File: config.mk
export PLATFORM = sky130hd
export DESIGN_NAME = mifdec_top
export DESIGN_NICKNAME = d
export VERILOG_FILES = /design/src/core/mifdec_arbiter.v /design/src/core/mifdec_timer.v /design/src/core/mifdec_top.v
export VERILOG_INCLUDE_DIRS = /design/src /design/src/core
export SDC_FILE = /design/constraint.sdc
export NUM_CORES = 2
export LEC_CHECK = 0
export ABC_AREA = 0
export ABC_CLOCK_PERIOD_IN_PS = 14300
export BUFFER_PORTS_ARGS = -buffer_cell sky130_fd_sc_hd__buf_2
export CAP_MARGIN = 0
export CORE_UTILIZATION = 55
export CTS_CLUSTER_DIAMETER = 50
export DETAILED_ROUTE_END_ITERATION = 8
export HOLD_SLACK_MARGIN = 0.06
export PLACE_DENSITY = 0.68
export SKIP_LAST_GASP = 1
export SYNTH_ARGS = -nofsm -noshare
export SYNTH_HDL_FRONTEND = slang
export SYNTH_SLANG_ARGS = --single-unit
File: constraint.sdc
create_clock -name ref_clk_in -period 14.3 [get_ports ref_clk_in]
set_clock_uncertainty 0.05 [all_clocks]
set_input_delay 2.86 -clock ref_clk_in [delete_from_list [all_inputs] [get_ports ref_clk_in]]
set_output_delay 2.86 -clock ref_clk_in [all_outputs]
set_load 0.02 [all_outputs]
File: src/core/mifdec_regs.vh
// Constants for the memory interface decode and arbitration block.
// Assumes inclusion by bare name from the core files.
`ifndef MIFDEC_REGS_VH
`define MIFDEC_REGS_VH
`define MIFDEC_OFS_BUF_RAM_BASE 12'h290
`define MIFDEC_OFS_BUF_SEGMENT 12'h291
`define MIFDEC_OFS_TIMING_LOW 12'h292
`define MIFDEC_OFS_TIMING_HIGH 12'h294
`define MIFDEC_SFR_IFC_CONTROL 12'h495
`define MIFDEC_SFR_WIN_BASE_LOW 12'h496
`define MIFDEC_SFR_WIN_BASE_HIGH 12'h497
`define MIFDEC_RST_BUF_RAM_BASE 8'hFE
`define MIFDEC_RST_BUF_SEGMENT 8'hFF
`define MIFDEC_RST_TIMING_LOW 8'hEF
`define MIFDEC_RST_TIMING_HIGH 8'hFF
`define MIFDEC_RST_IFC_CONTROL 8'h00
`define MIFDEC_RST_WIN_BASE_LOW 8'hF0
`define MIFDEC_RST_WIN_BASE_HIGH 8'h0F
`define MIFDEC_BIT_WIN_ENABLE 0
`define MIFDEC_BIT_RAM_ENABLE 0
`define MIFDEC_BIT_WAIT_DISABLE 4
`define MIFDEC_BIT_EXT_DISABLE 3
`define MIFDEC_OBJ_REG_LAST 12'h1FF
`define MIFDEC_EXT_ADDR_HIGH 19
`endif

File: src/core/mifdec_arbiter.v
// Alternating two-requester bus arbiter with burst lock.
// Assumes requests are held until granted and done pulses once per access.
`include "mifdec_regs.vh"
module mifdec_arbiter (
  // Clock and reset
  input wire ref_clk_in,
  input wire rst_n_in,
  // Requests
  input wire core_req_in,
  input wire core_burst_in,
  input wire dma_req_in,
  input wire done_in,
  // Grants
  output wire core_gnt_out,
  output wire dma_gnt_out,
  output wire busy_out
);
  reg busy;
  reg owner_dma;
  reg last_dma;
  reg burst_lock;
  wire pick_dma;
  // Alternate: the requester that did not go last wins a tie.
  assign pick_dma = dma_req_in && !burst_lock && (!core_req_in || !last_dma);
  assign core_gnt_out = busy && !owner_dma;
  assign dma_gnt_out = busy && owner_dma;
  assign busy_out = busy;
  always @(posedge ref_clk_in or negedge rst_n_in)
  begin
    if (!rst_n_in)
    begin
      busy <= 1'b0;
      owner_dma <= 1'b0;
      last_dma <= 1'b0;
      burst_lock <= 1'b0;
    end
    else if (!busy)
    begin
      if (pick_dma || core_req_in)
      begin
        busy <= 1'b1;
        owner_dma <= pick_dma;
      end
    end
    else if (done_in)
    begin
      busy <= 1'b0;
      last_dma <= owner_dma;
      // A core burst keeps the DMA out until its final access ends.
      burst_lock <= !owner_dma && core_burst_in;
    end
  end
endmodule // mifdec_arbiter

File: src/core/mifdec_timer.v
// External cycle sequencer driven by a one-bit ALE field and two-bit strobe and hold fields.
// Assumes start pulses only while idle; counts are in system clocks.
`include "mifdec_regs.vh"
module mifdec_timer (
  // Clock and reset
  input wire ref_clk_in,
  input wire rst_n_in,
  // Control
  input wire start_in,
  input wire write_in,
  input wire wait_enable_in,
  input wire ext_wait_in,
  input wire [7:0] timing_low_in,
  input wire [7:0] timing_high_in,
  // Strobes
  output reg ale_out,
  output reg rd_n_out,
  output reg wr_n_out,
  output wire done_out
);
  localparam S_IDLE = 4'b0001;
  localparam S_ALE = 4'b0010;
  localparam S_STROBE = 4'b0100;
  localparam S_HOLD = 4'b1000;
  reg [3:0] state;
  reg [2:0] cnt;
  wire [2:0] ale_len;
  wire [2:0] strobe_len;
  wire [2:0] hold_len;
  assign ale_len = {2'b00, timing_low_in[5]} + 3'h1;
  assign strobe_len = write_in ? {1'b0, timing_high_in[7:6]} + 3'h1
                               : {1'b0, timing_high_in[3:2]} + 3'h1;
  assign hold_len = write_in ? {1'b0, timing_high_in[5:4]} + 3'h1
                             : {1'b0, timing_low_in[3:2]} + 3'h1;
  assign done_out = (state == S_HOLD) && (cnt == 3'h1);
  always @(posedge ref_clk_in or negedge rst_n_in)
  begin
    if (!rst_n_in)
    begin
      state <= S_IDLE;
      cnt <= 3'h0;
      ale_out <= 1'b0;
      rd_n_out <= 1'b1;
      wr_n_out <= 1'b1;
    end
    else
    begin
      case (state)
        S_IDLE:
        begin
          if (start_in)
          begin
            state <= S_ALE;
            cnt <= ale_len;
            ale_out <= 1'b1;
          end
        end
        S_ALE:
        begin
          if (cnt == 3'h1)
          begin
            state <= S_STROBE;
            cnt <= strobe_len;
            ale_out <= 1'b0;
            rd_n_out <= write_in;
            wr_n_out <= !write_in;
          end
          else
            cnt <= cnt - 3'h1;
        end
        S_STROBE:
        begin
          // The wait input stretches the strobe only when waits are enabled.
          if (cnt == 3'h1 && !(wait_enable_in && ext_wait_in))
          begin
            state <= S_HOLD;
            cnt <= hold_len;
            rd_n_out <= 1'b1;
            wr_n_out <= 1'b1;
          end
          else if (cnt != 3'h1)
            cnt <= cnt - 3'h1;
        end
        S_HOLD:
        begin
          if (cnt == 3'h1)
            state <= S_IDLE;
          else
            cnt <= cnt - 3'h1;
        end
        default:
          state <= S_IDLE;
      endcase
    end
  end
endmodule // mifdec_timer

File: src/core/mifdec_top.v
// Memory interface: address decode to register window, buffer RAM or the
// external 16-bit bus, with core/DMA arbitration and programmable timing.
// Assumes requesters hold address and request until their done pulse, and
// that the register window's own slaves answer in one cycle.
`include "mifdec_regs.vh"
// Behaviour
// - Core address top twelve bits equal window base high and low[7:4]: register bus.
// - Window starts on a 4K boundary; low twelve bits are the offset.
// - Window base registers reset to 0Fh high and F0h low.
// - Window enable is base-low bit 0, resets to 0, gates window routing.
// - Window offsets 000h to 1FFh hold eight registers per object, 32 objects.
// - Core or DMA top fifteen bits equal segment and base[7:1]: buffer RAM.
// - Buffer RAM enable resets to 0; setting it enables buffer RAM decode.
// - Every DMA buffer access takes its top eight address bits from segment.
// - Control bit 4 disables wait states, bit 3 disables external access.
// - Arbitration alternates between core and DMA when both request.
// - DMA is not granted during a core burst until the burst completes.
// - External data bus is fixed at 16 bits, no dynamic sizing.
module mifdec_top (
  // Clock and reset
  input wire ref_clk_in,
  input wire rst_n_in,
  // Core request
  input wire core_req_in,
  input wire core_burst_in,
  input wire core_write_in,
  input wire [23:0] core_addr_in,
  input wire [15:0] core_wdata_in,
  output wire core_done_out,
  output reg [15:0] core_rdata_out,
  output wire core_fault_out,
  // DMA request, 16-bit offset within the buffer segment
  input wire dma_req_in,
  input wire dma_write_in,
  input wire [15:0] dma_addr_in,
  input wire [15:0] dma_wdata_in,
  output wire dma_done_out,
  output reg [15:0] dma_rdata_out,
  output wire dma_fault_out,
  // Special function register port
  input wire sfr_wr_in,
  input wire [11:0] sfr_addr_in,
  input wire [7:0] sfr_wdata_in,
  output reg [7:0] sfr_rdata_out,
  // Register window bus
  output reg win_sel_out,
  output reg win_write_out,
  output reg [11:0] win_offset_out,
  output reg [15:0] win_wdata_out,
  output wire win_obj_out,
  input wire [15:0] win_rdata_in,
  // External memory bus
  output reg [`MIFDEC_EXT_ADDR_HIGH:1] ext_addr_out,
  input wire [15:0] ext_data_in,
  output reg [15:0] ext_data_out,
  output reg ext_data_oe_n_out,
  output wire ext_ale_out,
  output wire ext_rd_n_out,
  output wire ext_wr_n_out,
  input wire ext_wait_in
);
  parameter RAM_WORDS = 256;
  localparam A_IDLE = 4'b0001;
  localparam A_LOCAL = 4'b0010;
  localparam A_EXT = 4'b0100;
  localparam A_DONE = 4'b1000;
  reg [7:0] buf_ram_base;
  reg [7:0] buf_segment;
  reg [7:0] timing_low;
  reg [7:0] timing_high;
  reg [7:0] ifc_control;
  reg [7:0] win_base_low;
  reg [7:0] win_base_high;
  reg [15:0] ram [0:RAM_WORDS-1];
  reg [3:0] state;
  reg fault;
  reg [15:0] rdata;
  reg wait_sync_a;
  reg wait_sync_b;
  wire core_gnt;
  wire dma_gnt;
  wire busy;
  wire cyc_done;
  wire ext_done;
  wire ext_start;
  wire [23:0] addr;
  wire [15:0] wdata;
  wire write;
  wire hit_win;
  wire hit_ram;
  wire ext_off;
  // Word-addressed regions from a full byte address; shared by core and DMA.
  function [1:0] region;
    input [23:0] a;
    input [7:0] wbh;
    input [7:0] wbl;
    input [7:0] seg;
    input [7:0] rb;
    input is_dma;
    begin
      region[1] = !is_dma && wbl[`MIFDEC_BIT_WIN_ENABLE]
                  && (a[23:12] == {wbh, wbl[7:4]});
      region[0] = rb[`MIFDEC_BIT_RAM_ENABLE] && (a[23:9] == {seg, rb[7:1]});
    end
  endfunction
  assign addr = dma_gnt ? {buf_segment, dma_addr_in} : core_addr_in;
  assign wdata = dma_gnt ? dma_wdata_in : core_wdata_in;
  assign write = dma_gnt ? dma_write_in : core_write_in;
  assign {hit_win, hit_ram} = region(addr, win_base_high, win_base_low,
                                     buf_segment, buf_ram_base, dma_gnt);
  assign ext_off = ifc_control[`MIFDEC_BIT_EXT_DISABLE];
  assign ext_start = (state == A_IDLE) && busy && !hit_win && !hit_ram && !ext_off;
  assign cyc_done = (state == A_DONE);
  assign core_done_out = cyc_done && core_gnt;
  assign dma_done_out = cyc_done && dma_gnt;
  assign core_fault_out = core_done_out && fault;
  assign dma_fault_out = dma_done_out && fault;
  assign win_obj_out = win_sel_out && (win_offset_out <= `MIFDEC_OBJ_REG_LAST);
  mifdec_arbiter u_arb (
    .ref_clk_in(ref_clk_in),
    .rst_n_in(rst_n_in),
    .core_req_in(core_req_in),
    .core_burst_in(core_burst_in),
    .dma_req_in(dma_req_in),
    .done_in(cyc_done),
    .core_gnt_out(core_gnt),
    .dma_gnt_out(dma_gnt),
    .busy_out(busy)
  );
  mifdec_timer u_tim (
    .ref_clk_in(ref_clk_in),
    .rst_n_in(rst_n_in),
    .start_in(ext_start),
    .write_in(write),
    .wait_enable_in(!ifc_control[`MIFDEC_BIT_WAIT_DISABLE]),
    .ext_wait_in(wait_sync_b),
    .timing_low_in(timing_low),
    .timing_high_in(timing_high),
    .ale_out(ext_ale_out),
    .rd_n_out(ext_rd_n_out),
    .wr_n_out(ext_wr_n_out),
    .done_out(ext_done)
  );
  // Special function registers and the local configuration registers.
  always @(posedge ref_clk_in or negedge rst_n_in)
  begin
    if (!rst_n_in)
    begin
      ifc_control <= `MIFDEC_RST_IFC_CONTROL;
      win_base_low <= `MIFDEC_RST_WIN_BASE_LOW;
      win_base_high <= `MIFDEC_RST_WIN_BASE_HIGH;
      buf_ram_base <= `MIFDEC_RST_BUF_RAM_BASE;
      buf_segment <= `MIFDEC_RST_BUF_SEGMENT;
      timing_low <= `MIFDEC_RST_TIMING_LOW;
      timing_high <= `MIFDEC_RST_TIMING_HIGH;
    end
    else
    begin
      if (sfr_wr_in)
      begin
        case (sfr_addr_in)
          `MIFDEC_SFR_IFC_CONTROL: ifc_control <= sfr_wdata_in;
          `MIFDEC_SFR_WIN_BASE_LOW: win_base_low <= sfr_wdata_in;
          `MIFDEC_SFR_WIN_BASE_HIGH: win_base_high <= sfr_wdata_in;
          default: ;
        endcase
      end
      // The window's own configuration words are written through the window.
      if (state == A_IDLE && busy && hit_win && write)
      begin
        case (addr[11:0])
          `MIFDEC_OFS_BUF_RAM_BASE: buf_ram_base <= wdata[7:0];
          `MIFDEC_OFS_BUF_SEGMENT: buf_segment <= wdata[15:8];
          `MIFDEC_OFS_TIMING_LOW: timing_low <= wdata[7:0];
          `MIFDEC_OFS_TIMING_HIGH: timing_high <= wdata[7:0];
          default: ;
        endcase
      end
    end
  end
  always @*
  begin
    case (sfr_addr_in)
      `MIFDEC_SFR_IFC_CONTROL: sfr_rdata_out = ifc_control;
      `MIFDEC_SFR_WIN_BASE_LOW: sfr_rdata_out = win_base_low;
      `MIFDEC_SFR_WIN_BASE_HIGH: sfr_rdata_out = win_base_high;
      default: sfr_rdata_out = 8'h00;
    endcase
  end
  // The wait pin is asynchronous to the system clock.
  always @(posedge ref_clk_in or negedge rst_n_in)
  begin
    if (!rst_n_in)
    begin
      wait_sync_a <= 1'b0;
      wait_sync_b <= 1'b0;
    end
    else
    begin
      wait_sync_a <= ext_wait_in;
      wait_sync_b <= wait_sync_a;
    end
  end
  always @(posedge ref_clk_in)
  begin
    if (state == A_IDLE && busy && hit_ram && write)
      ram[addr[8:1]] <= wdata;
  end
  // Access sequencer.
  always @(posedge ref_clk_in or negedge rst_n_in)
  begin
    if (!rst_n_in)
    begin
      state <= A_IDLE;
      fault <= 1'b0;
      rdata <= 16'h0000;
      core_rdata_out <= 16'h0000;
      dma_rdata_out <= 16'h0000;
      win_sel_out <= 1'b0;
      win_write_out <= 1'b0;
      win_offset_out <= 12'h000;
      win_wdata_out <= 16'h0000;
      ext_addr_out <= {`MIFDEC_EXT_ADDR_HIGH{1'b0}};
      ext_data_out <= 16'h0000;
      ext_data_oe_n_out <= 1'b1;
    end
    else
    begin
      case (state)
        A_IDLE:
        begin
          if (busy)
          begin
            fault <= 1'b0;
            if (hit_win)
            begin
              state <= A_LOCAL;
              win_sel_out <= 1'b1;
              win_write_out <= write;
              win_offset_out <= addr[11:0];
              win_wdata_out <= wdata;
            end
            else if (hit_ram)
            begin
              state <= A_LOCAL;
              rdata <= ram[addr[8:1]];
            end
            else if (ext_off)
            begin
              state <= A_DONE;
              fault <= 1'b1;
            end
            else
            begin
              state <= A_EXT;
              ext_addr_out <= addr[`MIFDEC_EXT_ADDR_HIGH:1];
              ext_data_out <= wdata;
              ext_data_oe_n_out <= !write;
            end
          end
        end
        A_LOCAL:
        begin
          if (win_sel_out)
            rdata <= win_rdata_in;
          win_sel_out <= 1'b0;
          win_write_out <= 1'b0;
          state <= A_DONE;
        end
        A_EXT:
        begin
          // Read data is only valid while the read strobe is low, so it is sampled there.
          if (!ext_rd_n_out)
            rdata <= ext_data_in;
          if (ext_done)
          begin
            ext_data_oe_n_out <= 1'b1;
            state <= A_DONE;
          end
        end
        A_DONE:
        begin
          if (core_gnt)
            core_rdata_out <= rdata;
          if (dma_gnt)
            dma_rdata_out <= rdata;
          state <= A_IDLE;
        end
        default:
          state <= A_IDLE;
      endcase
    end
  end
endmodule // mifdec_top

# --- Yosys cells after proc, flatten, opt, wreduce, memory -nomap -nowiden ---
# Memory sizes are Yosys's and may differ from the RTL's.
# Index checks and enable logic that the tools add are counted.
word_totals:
  input_bits: 133
  out_inout_bits: 114
  word_cells: 198
  ramBits: 4096
  regBits: 189
  mem_count: 1
memory_table:
  columns: ["memory", "words", "word_bits", "read_ports", "rd_clocked_by_memory_dff", "write_ports", "line", "text"]
  rows:
  - ["ram", 256, 16, 1, 0, 1, "mifdec_top.v:74", "reg [15:0] ram [0:RAM_WORDS-1];"]
classes:
  n_lt_le_gt_ge: 1
  n_reduce_logical: 65
  addsub: 6
  n_bitwise: 4
  n_eq_ne: 34
  mux: 57
ops:
  columns: ["operator", "n"]
  rows:
  - ["2-to-1 mux 16 bit", 6]
  - ["equality test 12 x 10 -> 1 bit, second input constant", 4]
  - ["case mux 16 bit (3 select lines)", 1]
  - ["equality test 12 x 11 -> 1 bit, second input constant", 3]
  - ["2-to-1 mux 4 bit", 9]
  - ["AND reduction 2 bit", 13]
  - ["logical AND 1 bit", 24]
  - ["2-to-1 mux 24 bit", 1]
  - ["case mux 8 bit (3 select lines)", 1]
  - ["2-to-1 mux 1 bit", 23]
  - ["!= test 2 bit, second input constant", 11]
  - ["2-to-1 mux 3 bit", 7]
  - ["case mux 4 bit (4 select lines)", 1]
  - ["equality test 15 bit", 1]
  - ["adder 2 x 1 -> 3 bit, second input constant", 4]
  - ["equality test 12 bit", 1]
  - ["<= comparator 12 x 9 -> 1 bit, second input constant", 1]
  - ["case mux 1 bit (2 select lines)", 6]
  - ["case mux 3 bit (4 select lines)", 1]
  - ["case mux 4 bit (3 select lines)", 1]
  - ["AND reduction 3 bit", 4]
  - ["AND reduction 6 bit", 2]
  - ["zero test 1 bit", 11]
  - ["equality test 4 x 1 -> 1 bit, second input constant", 2]
  - ["other kinds (15)", 29]

# --- Depth between registers and ports, before layout ---
depth:
  ltp_word: 10
  ltp_mapped: 15
  ltp_nobuf: 10

# --- Hierarchy ---
# Synthesis repeated with hierarchy kept, for this count alone.
hier_totals:
  cells_unflattened: 9484
  area_unflattened_um2: 166345.8
by_module_without_submodules:
  columns: ["module", "n_inst", "area_each_um2", "cells_per_inst", "seq_area_each_um2"]
  rows:
  - ["mifdec_top", 1, 165299.8, 9372, 127477.3]
  - ["mifdec_timer", 1, 862.1, 97, 254.0]
  - ["mifdec_arbiter", 1, 183.9, 15, 100.1]

# --- Worst setup path after synthesis ---
# OpenSTA, ideal clock, no wires.
synth_timing:
  path_kind: "input to register"
  from: "input dma_wdata_in[2]"
  to: "memory ram[0][2] (data pin)"
  setup_slack_ns: 7.422
  path_buffers: 0
  t_arrival_ns: 5.992
  cell_stages: 2
  setup_ns: 0.836
  cell_sequence: "nand2_1 -> nand2_1"
synth_via:
  elab_chain_len: 1
synth_rtl:
  columns: ["item", "line", "text"]
  rows:
  - ["from (decl)", "mifdec_top.v:36", "input wire [15:0] dma_wdata_in,"]
  - ["2-to-1 mux 16 bit", "mifdec_top.v:107", "assign wdata = dma_gnt ? dma_wdata_in : core_wdata_in;"]
  - ["net wdata[2]", "mifdec_top.v:87", "wire [15:0] wdata;"]
  - ["to (decl)", "mifdec_top.v:74", null]
# The timed path passes the listed nets, and every way through them passes these cells.

# --- Worst setup path in the final report ---
layout_timing:
  from: "input core_addr_in[2]"
  to: "register rdata[1]"
layout_via:
  elab_chain_len: 6
layout_rtl:
  columns: ["item", "line", "text"]
  rows:
  - ["from (decl)", "mifdec_top.v:27", "input wire [23:0] core_addr_in,"]
  - ["2-to-1 mux 24 bit", "mifdec_top.v:106", "assign addr = dma_gnt ? {buf_segment, dma_addr_in} : core_addr_in;"]
  - ["memory read (256 x 16 bit)", null, null]
  - ["2-to-1 mux 16 bit", "mifdec_top.v:243", "else if (hit_ram)"]
  - ["2-to-1 mux 16 bit", "mifdec_top.v:235", "if (hit_win)"]
  - ["2-to-1 mux 16 bit", "mifdec_top.v:232", "if (busy)"]
  - ["case mux 16 bit (3 select lines)", "mifdec_top.v:229", "case (state)"]
  - ["to (signal assigned)", "mifdec_top.v:246", "rdata <= ram[addr[8:1]];"]
  - ["to (signal assigned)", "mifdec_top.v:265", "rdata <= win_rdata_in;"]
  - ["to (signal assigned)", "mifdec_top.v:274", "rdata <= ext_data_in;"]
  - ["to (decl)", "mifdec_top.v:77", "reg [15:0] rdata;"]
# Every way passes these cells. The select of a mux whose other input is x is not followed.
# A chain may end at the register's enable or synchronous reset.

==> impl_metrics.ini <==
[synth]
synth.net_count = 11509
synthCells = 11372
synth_async_sr_flop_share_pct = 4.30
synth-edff-count = 4096
synth_seq_area_share_pct = 76.6
ys_warns = 0
ys.flop_type = edfxtp_1
yosys_register_bits = 4280
syn_area_sq_mm = 0.167
synth.distinct_cells = 75
average_footprint_of_a_synthesized_cell_sq_um = 14.7

[route]
wire_per_inst_microns = 29.8
m1WireLength_mm = 178
routed_wirelength_mm = 479
post_drt_via_cell_ratio = 6.40
routed-wl-met3_mm = 51.0
top_signal_layer_used = met5
drt_pre_antenna_iters = 9
met2_wirelength_mm = 223
antenna_left = 0
detail_route.drc_violations = 6
first_iter_violations = 14491
vias = 102986

[critical_path]
worst-endpoint-arrival_ps = 8270
critPathKind = in2reg
path_cells = buf_2, a21bo_2, nand2_4, buf_4, buf_12, mux2i_1, a222oi_1, and3_1, a31oi_1, nand4_1, nor4_1, a31oi_1
worstPathMaxFanout = 135
crit_path_top_delay_cell = nor4_1
most_used_cell_cp = a31oi_1
cp_top_family = simple AND/OR/NAND/NOR gates
critical_path.startpoint_type = input port
worst-endpoint-required_ps = 15080
crit_buf_inv = 3
timing.critical_path.to_type = register
worst_path_largest_cell_delay_ps = 1270

[timing]
slew_headroom_pct = -0.0463
report.final.slew_viol_count = 1
rsz0062_at_grt = no
post-route-min-period_ps = 7490
setup_total_negative_slack_ps = 0
layout_worst_path_cycle_share_pct = 52.4
setup_viol = 0
max_slew.worst_pin.slew_ps = 1490
report.final.hold_viol_count = 0
max_freq_ghz = 0.133
final.hold.worst_slack_ps = 314

[floorplanning]
fp.dieArea_sq_mm = 0.305
floorplan.io_pins = 247
fp.dieW_microns = 552
num_rows = 201
height_of_the_chip_microns = 552
fp.coreArea_sq_mm = 0.301
floorplan.initialDensity_pct = 55.5

[layout]
nNetsFinal = 11879
final_common_cell = edfxtp_1
syn2layout_area_growth_pct = 13.1
drive_gt1_share_pct = 13.4
most-common-layout-cells = edfxtp_1, nand2_1, nand3_1

[placed_design]
globalplace.congestion = 0.921
hpwlAfterDp_mm = 277
port_buffers = 246

[clock_tree]
clock_path_buffers = 4
tritoncts = yes
holdBufCountCts = 0
sink_count_of_the_clock_tree = 4280
post-cts-setup-buffer-count = 0
ctsHtreeMaxLevel = 5
clock_latency_on_the_worst_skew_pair_ps = 1000
cts_bufs_inserted = 441
cts.clk_slew.worst_paths_ps = 60
cts_resized = 0
cts.root.buffer_cell = clkbuf_16

[global_route]
grt_antenna_before_repair = 18
via_count_of_the_first_global_routing_pass = 97974
grt_max_degree = 187
total_track_usage_pct = 30.8
grt_overflow_total = 0
grt_pass1_wl_mm = 683

[power_and_ir_drop]
reported_leakage_power_nw = 63.7
power_mw = 34.7
vdd.ir_drop.worst_mv = 0.145
cellPowerDensity_mw_per_mm2 = 184

[run]
timing.max_cap.violations = 1

[outcome]
failing_checks = DRC, capacitance limit, slew limit
run_status = complete, but fails checks

[worst_hold_path]
timing.hold.worst.class = reg2reg
[power by group]
group          leakage (nW)  switching [mW]  total [mW]  internal [mW]
clock                  7.13            4.88        11.6           6.77
sequential             39.1           0.166        15.1           15.0
combinational          17.5            6.04        7.92           1.88
total                  63.7            11.1        34.7           23.6
[final cells by class]
cell class	instances	area, sq um
flip-flops and latches	4280	128000
repair buffers	640	4490
inverters	33	221
clock inverters	289	3340
clock buffers	527	11400
well taps	3958	4950
fillers	21243	112000
multi-input cells	6346	36300
diodes	17	42.5
[registers in the layout, summed over array words and instances (netlist names), 12 cells and up]
| name | count |
|---|---|
| dma_rdata_out | 16 |
| win_wdata_out | 16 |
| ext_addr_out | 19 |
| rdata | 16 |
| ram | 4096 |
| core_rdata_out | 16 |
| ext_data_out | 16 |
| win_offset_out | 12 |
[layer usage]
layer  up-vias  track usage, %
met5         -               0
li1      43819               -
met2      6249            48.1
met3      1065            6.17
met1     51843            41.5
met4        10            15.7
[cells by family (layout without fill, tap and decap cells)]
| kind of cell | after synthesis | in the layout | synth area share, % |
|---|---|---|---|
| XOR/XNOR | 23 | 23 | 0.121 |
| other | 0 | 17 | 0 |
| flip-flops | 4280 | 4280 | 76.6 |
| multiplexers | 720 | 720 | 5.35 |
| adder cells (fa/ha/maj) | 4 | 4 | 0.0300 |
| AND/OR/NAND/NOR | 4672 | 4672 | 12.0 |
| buffers and inverters | 746 | 1489 | 1.83 |
| AO/OA/AOI/OAI | 927 | 927 | 4.03 |
[synthesized netlist by cell type, types with 3 or more instances]
library cell | instances | area (sq um)
nor4_1 | 22 | 138
nand2_1 | 2870 | 10800
clkbuf_1 | 496 | 1860
o21ai_0 | 71 | 355
nor4b_1 | 5 | 43.8
buf_1 | 58 | 218
edfxtp_1 | 4096 | 123000
dfstp_2 | 37 | 972
a21oi_1 | 17 | 85.1
mux2_2 | 60 | 676
mux4_2 | 128 | 2880
nand4_1 | 325 | 2030
nand3_1 | 1000 | 5000
or2_2 | 7 | 43.8
dfrtp_1 | 147 | 3680
nor2_1 | 327 | 1230
nand2b_1 | 12 | 75.1
a31oi_1 | 396 | 2480
mux2i_1 | 526 | 5270
nor2b_1 | 6 | 37.5
and3_1 | 30 | 188
a221oi_1 | 131 | 1150
a22oi_1 | 89 | 668
o211ai_1 | 3 | 22.5
ha_1 | 4 | 50.1
nand4b_1 | 4 | 35.0
nor3b_1 | 7 | 52.6
buf_2 | 144 | 721
xor2_1 | 6 | 52.6
nand3b_1 | 6 | 45.0
a222oi_1 | 42 | 420
or3_1 | 6 | 37.5
a41oi_1 | 32 | 280
and2_1 | 3 | 18.8
nor3_1 | 25 | 125
inv_1 | 31 | 116
xnor2_1 | 17 | 149
o41ai_1 | 32 | 280
a32oi_1 | 94 | 823
buf_4 | 13 | 97.6
[path summary, 6_finish.rpt]
path | startpoint | to | slack [ps] | cells past startpoint
min in group asynchronous | rst_n_in | rdata[12]$_DFFE_PN0P_ | 1810 | 1
setup / recovery | core_addr_in[2] | rdata[1]$_DFFE_PN0P_ | 6810 | 12
hold / removal | wait_sync_a$_DFF_PN0_ | wait_sync_b$_DFF_PN0_ | 310 | 0
setup reg to reg | u_arb.busy_out$_DFF_PN0_ | rdata[1]$_DFFE_PN0P_ | 7640 | 12
max in group asynchronous | rst_n_in | core_rdata_out[1]$_DFFE_PN0P_ | 10240 | 3
hold reg to reg | wait_sync_a$_DFF_PN0_ | wait_sync_b$_DFF_PN0_ | 310 | 0
[metrics by stage]
stage / instances / utilization [%] / area (sq um) / setup WS, ps
after floorplan: 11372 / - / 167000 / 7420
after global placement: 15255 / 57.8 / 174000 / 5760
after detailed placement: 15257 / 57.8 / 174000 / 6030
after CTS: 16073 / 62.7 / 188000 / 7070
after global routing: 16077 / 62.7 / 188000 / 6950
final: 16090 / 62.7 / 188000 / 6810
Note: power is estimated with default switching activity, not from simulation.
